## config.mk

```make
export PLATFORM = sky130hd
export DESIGN_NAME = wdt_core
export DESIGN_NICKNAME = d
export VERILOG_FILES = /design/src/verilog/wdt_pkg.sv /design/src/verilog/wdt_core.sv /design/src/verilog/wdt_sync2.sv /design/src/verilog/wdt_tick_div.sv
export VERILOG_INCLUDE_DIRS = /design/src /design/src/verilog
export SDC_FILE = /design/constraint.sdc
export NUM_CORES = 1
export LEC_CHECK = 0
export BUFFER_PORTS_ARGS = -buffer_cell sky130_fd_sc_hd__buf_2
export CORE_UTILIZATION = 39
export DETAILED_ROUTE_END_ITERATION = 8
export PLACE_DENSITY = 0.67
export SLEW_MARGIN = 10
export SYNTH_ARGS = -nofsm -noshare
export SYNTH_HDL_FRONTEND = slang
export SYNTH_SLANG_ARGS = --single-unit
```

## constraint.sdc

```tcl
create_clock -name i_ref_clk -period 2.3 [get_ports i_ref_clk]
set_clock_uncertainty 0.2 [all_clocks]
set_input_delay 0 -clock i_ref_clk [delete_from_list [all_inputs] [get_ports i_ref_clk]]
set_output_delay 0 -clock i_ref_clk [all_outputs]
set_load 0.05 [all_outputs]
```

## src/verilog/wdt_defines.svh

```systemverilog
// Register map, field positions, reset values and timing counts of the watchdog
`ifndef WDT_DEFINES_SVH
`define WDT_DEFINES_SVH

// Register addresses on the plain register port
`define WDT_ADDR_W       8
`define WDT_CTRL_ADDR    8'h00
`define WDT_STAT_ADDR    8'h01

// Control register field positions
`define WDT_RES_MSB      7
`define WDT_RES_LSB      5
`define WDT_CE_BIT       4
`define WDT_EN_BIT       3
`define WDT_PER_MSB      2
`define WDT_PER_LSB      0

// Status register field positions
`define WDT_ST_LVL2_BIT  0
`define WDT_ST_WIN_BIT   1
`define WDT_ST_EN_BIT    2

// Reset values
`define WDT_PER_RST      3'h0
`define WDT_CE_CNT_RST   3'h0
`define WDT_CNT_RST      21'h000000

// Timing: reference clock, watchdog oscillator and derived divider
`define WDT_REF_HZ       40000000
`define WDT_OSC_HZ       1000000
`define WDT_OSC_DIV      (`WDT_REF_HZ / `WDT_OSC_HZ)
`define WDT_DIV_W        6

// Shortest time-out in oscillator cycles, code 000
`define WDT_BASE_CYC     16384
`define WDT_CNT_W        21
`define WDT_LIM_W        22

// Change window length in reference clock cycles
`define WDT_CE_WIN_CYC   3'h4

// Cycles spent settling the fuse synchroniser after reset
`define WDT_BOOT_CYC     2'h3

`endif

```

## src/verilog/wdt_pkg.sv

```systemverilog
// Types shared by the watchdog design files
`include "wdt_defines.svh"

package wdt_pkg;

  // Core sequencing: settle the fuse, then run
  typedef enum logic [0:0] {
    WDT_BOOT,
    WDT_RUN
  } wdt_state_t;

  // Complete state of the watchdog core
  typedef struct packed {
    wdt_state_t              state;
    logic [1:0]              boot_cnt;
    logic                    level2;
    logic                    en;
    logic [2:0]              ce_cnt;
    logic [2:0]              period;
    logic [`WDT_CNT_W-1:0]   cnt;
    logic                    sys_rst;
    logic [7:0]              rd_data;
  } wdt_core_t;

endpackage : wdt_pkg

```

## src/verilog/wdt_core.sv

```systemverilog
// Watchdog timer core with fuse-selected safety level and timed change window
//
// Notes on behaviour
// - The counter advances on a 1 MHz oscillator tick, not the system clock.
// - The restart input clears the counter so a fresh period begins.
// - The counter is also cleared while disabled and on any chip reset.
// - When the selected period elapses unrestarted, a system reset pulse is issued.
// - Three-bit period code selects 16K doubling up to 2048K oscillator cycles.
// - Fuse unprogrammed: level 1, initially off; programmed: level 2, initially on.
// - Level 2 keeps the watchdog running and ignores every disable attempt.
// - Period changes are taken only while the change window is open.
// - Control bits 7 to 5 always read zero.
// - Change-enable bit clears itself four system cycles after being set.
// - Writing enable one starts; writing zero stops only inside the window.
// - The period field sets the time-out length, in oscillator cycles, counted while enabled.
// - Level 1 allows enabling by a plain write at any time.
// - Level 2 reads enable as one and ignores written enable values.
`timescale 1ns/100ps
`include "wdt_defines.svh"

module wdt_core #(
  parameter int unsigned P_BASE_CYCLES = `WDT_BASE_CYC
) (
  // Clock and reset
  input  wire logic                   i_ref_clk,
  input  wire logic                   i_rstn,
  // Register port
  input  wire logic [`WDT_ADDR_W-1:0] i_addr,
  input  wire logic [7:0]             i_wr_data,
  input  wire logic                   i_wr_stb,
  input  wire logic                   i_rd_stb,
  output logic      [7:0]             o_rd_data,
  // Restart request from the instruction decoder
  input  wire logic                   i_restart,
  // Safety level fuse, high when programmed
  input  wire logic                   i_safety_level_fuse,
  // System reset request and run indication
  output logic                        o_sys_reset,
  output logic                        o_wdt_running
);

  wdt_pkg::wdt_core_t core_reg;
  wdt_pkg::wdt_core_t core_next;

  logic                  osc_tick;
  logic                  fuse_sync;
  logic                  wr_ctrl;
  logic                  rd_ctrl;
  logic                  rd_stat;
  logic                  wd_ce;
  logic                  wd_en;
  logic [2:0]            wd_per;
  logic                  win_open;
  logic [`WDT_LIM_W-1:0] limit;
  logic                  at_limit;
  logic [7:0]            ctrl_view;
  logic [7:0]            stat_view;

  // Oscillator tick derived from the reference clock
  // Exact divided rate; a real oscillator drifts with supply and temperature
  wdt_tick_div #(
    .P_DIV (`WDT_OSC_DIV)
  ) u_tick_div (
    .i_ref_clk (i_ref_clk),
    .i_rstn    (i_rstn),
    .o_tick    (osc_tick)
  );

  // Fuse is a pin level, synchronised before use
  wdt_sync2 u_fuse_sync (
    .i_ref_clk (i_ref_clk),
    .i_rstn    (i_rstn),
    .i_async   (i_safety_level_fuse),
    .o_sync    (fuse_sync)
  );

  // Address decode and written fields
  assign wr_ctrl  = i_wr_stb && (i_addr == `WDT_CTRL_ADDR);
  assign rd_ctrl  = i_rd_stb && (i_addr == `WDT_CTRL_ADDR);
  assign rd_stat  = i_rd_stb && (i_addr == `WDT_STAT_ADDR);
  assign wd_ce    = i_wr_data[`WDT_CE_BIT];
  assign wd_en    = i_wr_data[`WDT_EN_BIT];
  assign wd_per   = i_wr_data[`WDT_PER_MSB:`WDT_PER_LSB];
  assign win_open = (core_reg.ce_cnt != `WDT_CE_CNT_RST);

  // Time-out length doubles per period code step
  assign limit    = `WDT_LIM_W'(P_BASE_CYCLES) << core_reg.period;
  // At or past limit minus one, so a period shortened below the count bites on the next tick
  assign at_limit = ({1'b0, core_reg.cnt} >= (limit - `WDT_LIM_W'(1)));

  // Readable views; reserved bits tied low
  always_comb begin
    ctrl_view                             = 8'h00;
    ctrl_view[`WDT_CE_BIT]                = win_open;
    ctrl_view[`WDT_EN_BIT]                = core_reg.en;
    ctrl_view[`WDT_PER_MSB:`WDT_PER_LSB]  = core_reg.period;
    stat_view                             = 8'h00;
    stat_view[`WDT_ST_LVL2_BIT]           = core_reg.level2;
    stat_view[`WDT_ST_WIN_BIT]            = win_open;
    stat_view[`WDT_ST_EN_BIT]             = core_reg.en;
  end

  // Next-state logic for the whole core
  always_comb begin
    core_next         = core_reg;
    core_next.sys_rst = 1'b0;
    core_next.rd_data = 8'h00;
    case (core_reg.state)
      wdt_pkg::WDT_BOOT: begin
        // Wait for the synchroniser, then latch the safety level
        if (core_reg.boot_cnt == `WDT_BOOT_CYC) begin
          core_next.level2 = fuse_sync;
          core_next.en     = fuse_sync;
          core_next.state  = wdt_pkg::WDT_RUN;
        end else begin
          core_next.boot_cnt = core_reg.boot_cnt + 2'h1;
        end
      end
      wdt_pkg::WDT_RUN: begin
        // Window closes by itself after four cycles
        if (win_open) begin
          core_next.ce_cnt = core_reg.ce_cnt - 3'h1;
        end
        if (wr_ctrl) begin
          if (wd_ce && wd_en) begin
            // Opening write; also enables, as enable is written one
            core_next.ce_cnt = `WDT_CE_WIN_CYC;
            core_next.en     = 1'b1;
          end else if (win_open && !wd_ce) begin
            // Completing write inside the window
            core_next.period = wd_per;
            core_next.ce_cnt = `WDT_CE_CNT_RST;
            if (!core_reg.level2) begin
              core_next.en = wd_en;
            end
          end else if (wd_en) begin
            // Plain enable, no sequence needed
            core_next.en = 1'b1;
          end
          // Any other write leaves period and enable alone
        end
        // Level 2 cannot be switched off by any write
        if (core_reg.level2) begin
          core_next.en = 1'b1;
        end
        // Counter: restart and disable clear, tick advances
        if (!core_next.en || i_restart) begin
          core_next.cnt = `WDT_CNT_RST;
        end else if (osc_tick) begin
          if (at_limit) begin
            core_next.cnt     = `WDT_CNT_RST;
            core_next.sys_rst = 1'b1;
          end else begin
            core_next.cnt = core_reg.cnt + `WDT_CNT_W'(1);
          end
        end
      end
      default: begin
        core_next       = '0;
        core_next.state = wdt_pkg::WDT_BOOT;
      end
    endcase
    // Read data valid in the cycle after the strobe only
    if (rd_ctrl) begin
      core_next.rd_data = ctrl_view;
    end else if (rd_stat) begin
      core_next.rd_data = stat_view;
    end
  end

  // State register; chip reset clears everything including the counter
  always_ff @(posedge i_ref_clk or negedge i_rstn) begin
    if (!i_rstn) begin
      core_reg        <= '0;
      core_reg.state  <= wdt_pkg::WDT_BOOT;
      core_reg.period <= `WDT_PER_RST;
    end else begin
      core_reg <= core_next;
    end
  end

  // Outputs straight from flip-flops
  // A bite does not reset this core; the chip reset is expected to follow
  assign o_rd_data     = core_reg.rd_data;
  assign o_sys_reset   = core_reg.sys_rst;
  assign o_wdt_running = core_reg.en;

  // Helper: the opening write as seen by the core
  logic open_wr;
  assign open_wr = wr_ctrl && wd_ce && wd_en && (core_reg.state == wdt_pkg::WDT_RUN);
endmodule : wdt_core

```

## src/verilog/wdt_sync2.sv

```systemverilog
// Two-flop synchroniser for a level arriving from outside the clock domain
`timescale 1ns/100ps

module wdt_sync2 (
  // Clock and reset
  input  wire logic i_ref_clk,
  input  wire logic i_rstn,
  // Asynchronous level in, synchronised level out
  input  wire logic i_async,
  output logic      o_sync
);

  typedef struct packed {
    logic meta;
    logic sync;
  } wdt_sync_t;

  wdt_sync_t sync_reg;
  wdt_sync_t sync_next;

  // First stage feeds only the second stage
  always_comb begin
    sync_next      = sync_reg;
    sync_next.meta = i_async;
    sync_next.sync = sync_reg.meta;
  end

  always_ff @(posedge i_ref_clk or negedge i_rstn) begin
    if (!i_rstn) begin
      sync_reg <= '0;
    end else begin
      sync_reg <= sync_next;
    end
  end

  assign o_sync = sync_reg.sync;

endmodule : wdt_sync2

```

## src/verilog/wdt_tick_div.sv

```systemverilog
// Divider that turns the reference clock into a one-cycle oscillator tick
`timescale 1ns/100ps
`include "wdt_defines.svh"

module wdt_tick_div #(
  parameter int unsigned P_DIV = `WDT_OSC_DIV
) (
  // Clock and reset
  input  wire logic i_ref_clk,
  input  wire logic i_rstn,
  // One pulse every P_DIV cycles
  output logic      o_tick
);

  typedef struct packed {
    logic [`WDT_DIV_W-1:0] cnt;
    logic                  tick;
  } wdt_div_t;

  wdt_div_t div_reg;
  wdt_div_t div_next;

  // Wrap at P_DIV - 1 and flag the wrap
  always_comb begin
    div_next      = div_reg;
    div_next.tick = 1'b0;
    if (div_reg.cnt == `WDT_DIV_W'(P_DIV - 1)) begin
      div_next.cnt  = '0;
      div_next.tick = 1'b1;
    end else begin
      div_next.cnt = div_reg.cnt + `WDT_DIV_W'(1);
    end
  end

  always_ff @(posedge i_ref_clk or negedge i_rstn) begin
    if (!i_rstn) begin
      div_reg <= '0;
    end else begin
      div_reg <= div_next;
    end
  end

  assign o_tick = div_reg.tick;

endmodule : wdt_tick_div

```

==> key figures, run 1 <==
Drt
  • Final wirelength: 6.223 mm
  • Vias: 2,259
  • WL/cell: roughly 15 microns
  • Antenna-violating nets left: 0
  • Via-to-Cell Ratio: between 5 and 6
  • Post-route DRC: 2
  • First-iteration detailed-routing DRC count: 87
  • DRT Pass-1 Iters: 6

GRT
  • Most Crowded Layer GR: met2
  • Grt total ovfl: 0
  • First-pass GRT wire length: 10.27 mm
  • M3 GR Usage: 3.638%
  • GR Layer Usage met1: between 20% and 30%
  • Largest net degree at the start of global routing: 48
  • Total track usage: between 15 and 20%
  • Initial antenna violation count: 0
  • Met2 GRT Util: 30.38%
  • Vias in the first global route: about 2,200

STA
  • Setup-failing EPs final: 11
  • Slew Viols, Final: 0
  • Final hold slack: ~0.012 ns
  • Unrepaired setup endpoints after global routing: true
  • Total negative setup slack: -0.3660 ns
  • Tmin final: between 2 and 2.5 ns
  • Fmax: approximately 420 MHz
  • Final period util: 103.3%
  • Slew headroom: 60.04%
  • Final Hold Viols: 0
  • Slew at the pin closest to its max-slew limit: roughly 0.6 ns
  • Final setup margin: -0.07591 ns

Layout
  • Util after Layout: between 50% and 60%
  • Max FFs per register: 31
  • Nets: around 370
  • Area growth from synthesis to layout: 36.25%
  • Diodes inserted: 0
  • Multi-input gate area: around 0.0017 sq mm
  • Layout cell share with drive strength beyond 1: around two fifths
  • Fillers: 554
  • FF+latch area: about 0.0012 sq mm

Logic synthesis
  • Number of synthesized register bits: 47
  • Cell area after synthesis: around 0.0027 sq mm
  • Synth cell types: 60
  • Biggest area consumer among synthesized cells: dfrtp_1
  • Synth top cells by count: dfrtp_1, nand2_1, o21ai_0, nand3_1, nor2_1
  • Number of enable flip-flop cells after synthesis: 0
  • Largest cells by area after synthesis: dfrtp_1, ha_1, o21ai_0
  • Post-Syn Instances: 264
  • Register area share after synthesis: ~44%
  • Top cell type's share of synthesized area: 44.19%
  • FFs w/ async S/R, synth: between 90% and 100%
  • Avg Synthesized Cell Area: 10.08 sq um
  • Most frequent cell after synthesis: dfrtp_1
  • Primary FF master, synth: dfrtp_1
  • Syn. warnings: 0

Placed design
  • Final estimated routing congestion in global placement: between 0.7 and 0.8
  • HPWL Detailed: 3.939 mm
  • Setup WS pre-CTS: -0.2715 ns
  • Port bufs: 25

CTS
  • Clk_lat worst skew: 0.32 ns
  • CTS tree: done
  • CTS H-tree lvls: 2
  • CTS max path bufs: 2
  • TritonCTS buffer count: 5
  • CTS Sinks: 47
  • Root Driver: clkbuf_8
  • Worst-path clk slew: ~0.10 ns

Pwr
  • Max IR drop VDD: 248.5 uV
  • Sw frac: around 30%
  • Logic gate share of total power: between 15 and 20%
  • Leak: roughly 0.0017 uW
  • PwrDens: approximately 480 mW/mm^2
  • Sw power: between 500 and 600 uW
  • Clock Power Share: between 30% and 40%
  • Int Power: about 1200 uW
  • Sequential fraction of design power: slightly above 50%

Min path
  • Hold wc startpoint: i_restart
  • Worst min-delay path category: in2reg

Setup path
  • Critical Path RT: between 2 and 2.5 ns
  • Crit path from: core_reg[31]$_DFFE_PN0P_
  • Crit-path max FO: 8
  • FF-to-FF Start: core_reg[31]$_DFFE_PN0P_
  • CP endpoint kind: flip-flop
  • R2R Setup Slk: -0.08 ns
  • Worst EP arrival: between 2 and 2.5 ns
  • Critical path launch point type: flip-flop
  • Crit Path Class: reg2reg

Die
  • Initial Util: a little over 40%
  • Die width: 84.61 microns
  • Cell row count: 29
  • Die ar.: between 0.007 and 0.008 sq mm
  • Core Area: ~0.0065 sq mm
  • I/O pin count: 32
  • Die Y: approximately 85 microns

Run status
  • Failing checks: design-rule violations, negative setup slack
  • Status: finished, violations left

Flow run
  • Max-cap viol count: 0
[critical path: stages, from the launching register on]
cell,delay (ns)
dfrtp_2,0.51
o21ai_2,0.20
ha_4,0.23
nand3_4,0.12
o221ai_4,0.12
a211oi_4,0.17
buf_6,0.15
buf_6,0.10
o2111ai_4,0.16
o21ai_0,0.23
a21o_1,0.14
[final timing paths]
kind	end	cells past startpoint
max	core_reg[22]$_DFFE_PN0P_	10
min	core_reg[29]$_DFFE_PN0P_	5
max reg2reg	core_reg[22]$_DFFE_PN0P_	10
min reg2reg	u_fuse_sync.o_sync$_DFF_PN0_	0
max in group asynchronous	core_reg[30]$_DFFE_PN0P_	3
min in group asynchronous	core_reg[27]$_DFFE_PN0P_	3
[metal layers]
metal	share of wire (%)	up-vias
met1	44	1092
met2	49	45
met3	3.4	18
li1	-	1104
met4	3.2	0
met5	0	-
[cells by family (layout without fill, tap and decap cells)]
| kind of cell | Yosys count | count (layout) | share of synthesized area (%) |
|---|---|---|---|
| adder cells (fa/ha/maj) | 12 | 12 | 5.642 |
| flip-flops | 47 | 47 | 44.19 |
| multiplexers | 6 | 6 | 2.445 |
| XOR/XNOR | 6 | 6 | 1.975 |
| AND/OR/NAND/NOR | 100 | 100 | 21.81 |
| buffers and inverters | 27 | 95 | 5.595 |
| other | 1 | 3 | 0.1409 |
| AO/OA/AOI/OAI | 65 | 67 | 18.20 |
[cell usage in the layout (no fill, tap or decap), types with 5 or more instances in the layout]
master,Yosys,final
o21ai_0,19,9
clkbuf_8,0,5
dlygate4sd3_1,0,14
a21o_1,8,7
nand2_1,23,20
and3_1,5,5
dfrtp_1,47,44
nand3_1,17,13
o21ai_1,2,10
nor3b_1,9,9
nor3_1,8,5
ha_4,0,5
ha_1,12,7
buf_4,8,32
inv_1,12,11
buf_2,2,25
nor2_1,14,13
[what timing repair did]
item,4_1_cts,5_1_grt
cloned,1,1
setup endpoints to repair,21,20
hold buffers,14,0
gates resized for setup,21,32
pin swaps,17,19
hold endpoints to repair,58,0
buffers inserted,1,5
[final cells by class]
type                            instances  area share (%)
Tap cell                               77           2.657
Sequential cell                        47           32.54
Clock buffer                            5           1.898
Clock inverter                          3          0.6901
Multi-Input combinational cell        194           45.79
Inverter                               12           1.242
Timing Repair Buffer                   75           15.18
[per-stage QoR]
stage / total power (uW) / cell area (sq um) / std cells
global placement: 1167 / 3079 / 384
global route: 1826 / 3626 / 413
finish: 1739 / 3626 / 413
floorplan: 1090 / 2749 / 266
CTS: 1738 / 3413 / 407
detailed placement: 1178 / 3079 / 384
[power groups by stage]
| stage | sequential [uW] | clock, uW | combinational, uW |
|---|---|---|---|
| 2_1_floorplan | 890 | 0 | 200 |
| 3_3_place_gp | 897 | 0 | 270 |
| 3_5_place_dp | 899 | 0 | 279 |
| 4_1_cts | 883 | 553 | 301 |
| 5_1_grt | 890 | 589 | 348 |
| 6_report | 884 | 545 | 310 |
Power figures use the tool's default switching activity.
==> inputs of run 2 (changes only) <==
--- a/config.mk
+++ b/config.mk
@@ -8,8 +8,10 @@
 export LEC_CHECK = 0
 export BUFFER_PORTS_ARGS = -buffer_cell sky130_fd_sc_hd__buf_2
 export CORE_UTILIZATION = 39
+export CTS_BUF_LIST = sky130_fd_sc_hd__clkbuf_16
 export DETAILED_ROUTE_END_ITERATION = 8
-export PLACE_DENSITY = 0.67
+export GPL_TIMING_DRIVEN = 0
+export PLACE_DENSITY_LB_ADDON = 0.12
 export SLEW_MARGIN = 10
 export SYNTH_ARGS = -nofsm -noshare
 export SYNTH_HDL_FRONTEND = slang
==> key figures, run 2 (synthesis gave the netlist of run 1 again) <==
Run status
  • Status: finished, violations left
  • Failing checks: negative setup slack

Layout
  • Nets: 355
  • Layout cell share with drive strength beyond 1: 31.68%
  • FF+latch area: roughly 0.0012 sq mm
  • Cell Count, Final, Fillers Out: between 300 and 400
  • Commonest non-fill, non-tap cell in the layout: dfrtp_1
  • Commonest non-fill, non-tap cells in the layout: dfrtp_1, buf_2, nand2_1
  • Area growth from synthesis to layout: 31.17%
  • Max FFs per register: 31
  • Diodes inserted: 0
  • Multi-input gate area: roughly 0.0015 sq mm
  • Util after Layout: 54.05%
  • Fillers: slightly below 600
  • Final instance area: roughly 0.0035 sq mm

STA
  • Slew at the pin closest to its max-slew limit: around 1.1 ns
  • Tmin final: 2.392 ns
  • Final period util: 104.0%
  • Final setup margin: -0.09179 ns
  • Unrepaired setup endpoints after global routing: true
  • Slew Viols, Final: 0
  • Slew headroom: 27.76%
  • Fmax: 418.1 MHz
  • Final Hold Viols: 0
  • Setup-failing EPs final: 16

Drt
  • DRT Pass-1 Iters: 6
  • Post-route DRC: 0
  • Final wirelength: 5.791 mm
  • Met2 WL: 2.771 mm
  • Via-to-Cell Ratio: about 5.4
  • Met1 WL: 2.764 mm
  • WL/cell: between 10 and 15 microns
  • DR top layer: met4
  • Antenna-violating nets left: 0
  • Vias: around 2,100
  • First-iteration detailed-routing DRC count: between 70 and 80
  • Routed length on met3: 139 microns

Min path
  • Worst min-delay path category: in2reg

Die
  • Cell row count: 29
  • Die ar.: 0.007158 sq mm
  • Initial Util: 41.20%
  • Core Area: 0.006459 sq mm
  • I/O pin count: 32
  • Die width: 84.61 microns
  • Die Y: about 85 microns

Placed design
  • Setup WS pre-CTS: -0.3083 ns
  • Port bufs: 24
  • HPWL Detailed: roughly 3.7 mm
  • Final estimated routing congestion in global placement: about 0.76
  • Placed Area: 0.002965 sq mm
  • Cells after DPL: about 370

Flow run
  • Max-cap viol count: 0

CTS
  • Root Driver: clkbuf_16
  • CTS H-tree lvls: 2
  • CTS max path bufs: 2
  • CTS tree: done
  • CTS Sinks: 47
  • TritonCTS buffer count: 5
  • Clk_lat worst skew: approximately 0.29 ns
  • Worst-path clk slew: 0.07 ns

Setup path
  • Crit Path Class: reg2reg
  • Worst EP arrival: between 2 and 2.5 ns
  • Critical path launch point type: flip-flop
  • Critical Path RT: 2.27 ns
  • R2R Setup Slk: -0.09 ns
  • Crit-path max FO: 10
  • CP endpoint kind: flip-flop

GRT
  • First-pass GRT wire length: 9.735 mm
  • Total track usage: between 10% and 20%
  • Largest net degree at the start of global routing: 48
  • Initial antenna violation count: 0
  • Vias in the first global route: between 2,000 and 2,500
  • Grt total ovfl: 0

Pwr
  • Total power: approximately 2000 uW
  • PwrDens: 580.8 mW/mm^2
  • Max IR drop VDD: around 340 uV
  • Leak: between 0.0015 and 0.002 uW
-- run 2: changes by cell type in the layout (fill, tap and decap cells not counted), sizes merged --
| cell | previous run | this run |
|---|---|---|
| clkinv | 0 | 1 |
| buf | 61 | 44 |
| bufinv | 0 | 1 |
| clkbuf | 5 | 8 |
| inv | 14 | 13 |
| dlygate4sd3 | 14 | 16 |
| o211ai | 3 | 1 |
| clkinvlp | 1 | 0 |
-- run 2: final timing paths --
check,startpoint,end,cells past startpoint
max,core_reg[32]$_DFFE_PN0P_,core_reg[26]$_DFFE_PN0P_,11
min,i_restart,core_reg[12]$_DFFE_PN0P_,5
max reg2reg,core_reg[32]$_DFFE_PN0P_,core_reg[26]$_DFFE_PN0P_,11
min reg2reg,u_fuse_sync.sync_next[0]$_DFF_PN0_,u_fuse_sync.o_sync$_DFF_PN0_,0
max in group asynchronous,i_rstn,core_reg[30]$_DFFE_PN0P_,2
min in group asynchronous,i_rstn,u_tick_div.div_reg[3]$_DFF_PN0_,2
-- run 2: timing repair --
action                                  in CTS  in global routing
setup buffers                                2                  5
hold endpoints to repair                    58                  0
resized for setup                           14                 16
cloned                                       0                  1
pin swaps                                    5                  7
endpoints found under the setup margin      18                 21
hold buffers                                16                  0
-- run 2: worst max-delay path: stages, from the launching register on --
cell	delay (ns)
dfrtp_1	0.35
clkbuf_8	0.19
nand3_2	0.11
ha_4	0.30
nand3_4	0.09
nor3_2	0.26
a211oi_4	0.07
buf_6	0.15
o211ai_4	0.10
buf_6	0.19
a2bb2oi_1	0.18
o31ai_1	0.09
-- run 2: final cells by class --
class | instances | share of cell area [%]
clock buffers | 5 | 3.584
repair buffers | 48 | 9.857
well taps | 77 | 2.760
multi-input cells | 192 | 43.76
inverters | 12 | 1.290
flip-flops and latches | 47 | 33.73
clock inverters | 3 | 1.362
plain buffers | 15 | 3.656
-- run 2: power breakdown --
| part | total [uW] | switching [uW] | internal (uW) |
|---|---|---|---|
| sequential | 879 | 19.3 | 860 |
| clock | 848 | 329 | 519 |
| combinational | 301 | 162 | 139 |
| total | 2030 | 510 | 1520 |
-- run 2: metrics by stage --
step	hold slack (ns)	setup TNS (ns)
final	0.02544	-0.6462
after detailed placement	-0.08864	-2.371
after CTS	0.02441	-0.6110
after floorplan	-0.4956	0
after global routing	0.06156	-2.619
after global placement	-0.09178	-1.426
-- run 2: routing by layer --
layer  global-route usage (%)  vias to the layer above
li1                         -                     1065
met1                    22.08                     1028
met2                    28.97                       32
met3                    2.950                       10
met4                    6.780                        0
met5                        0                        -
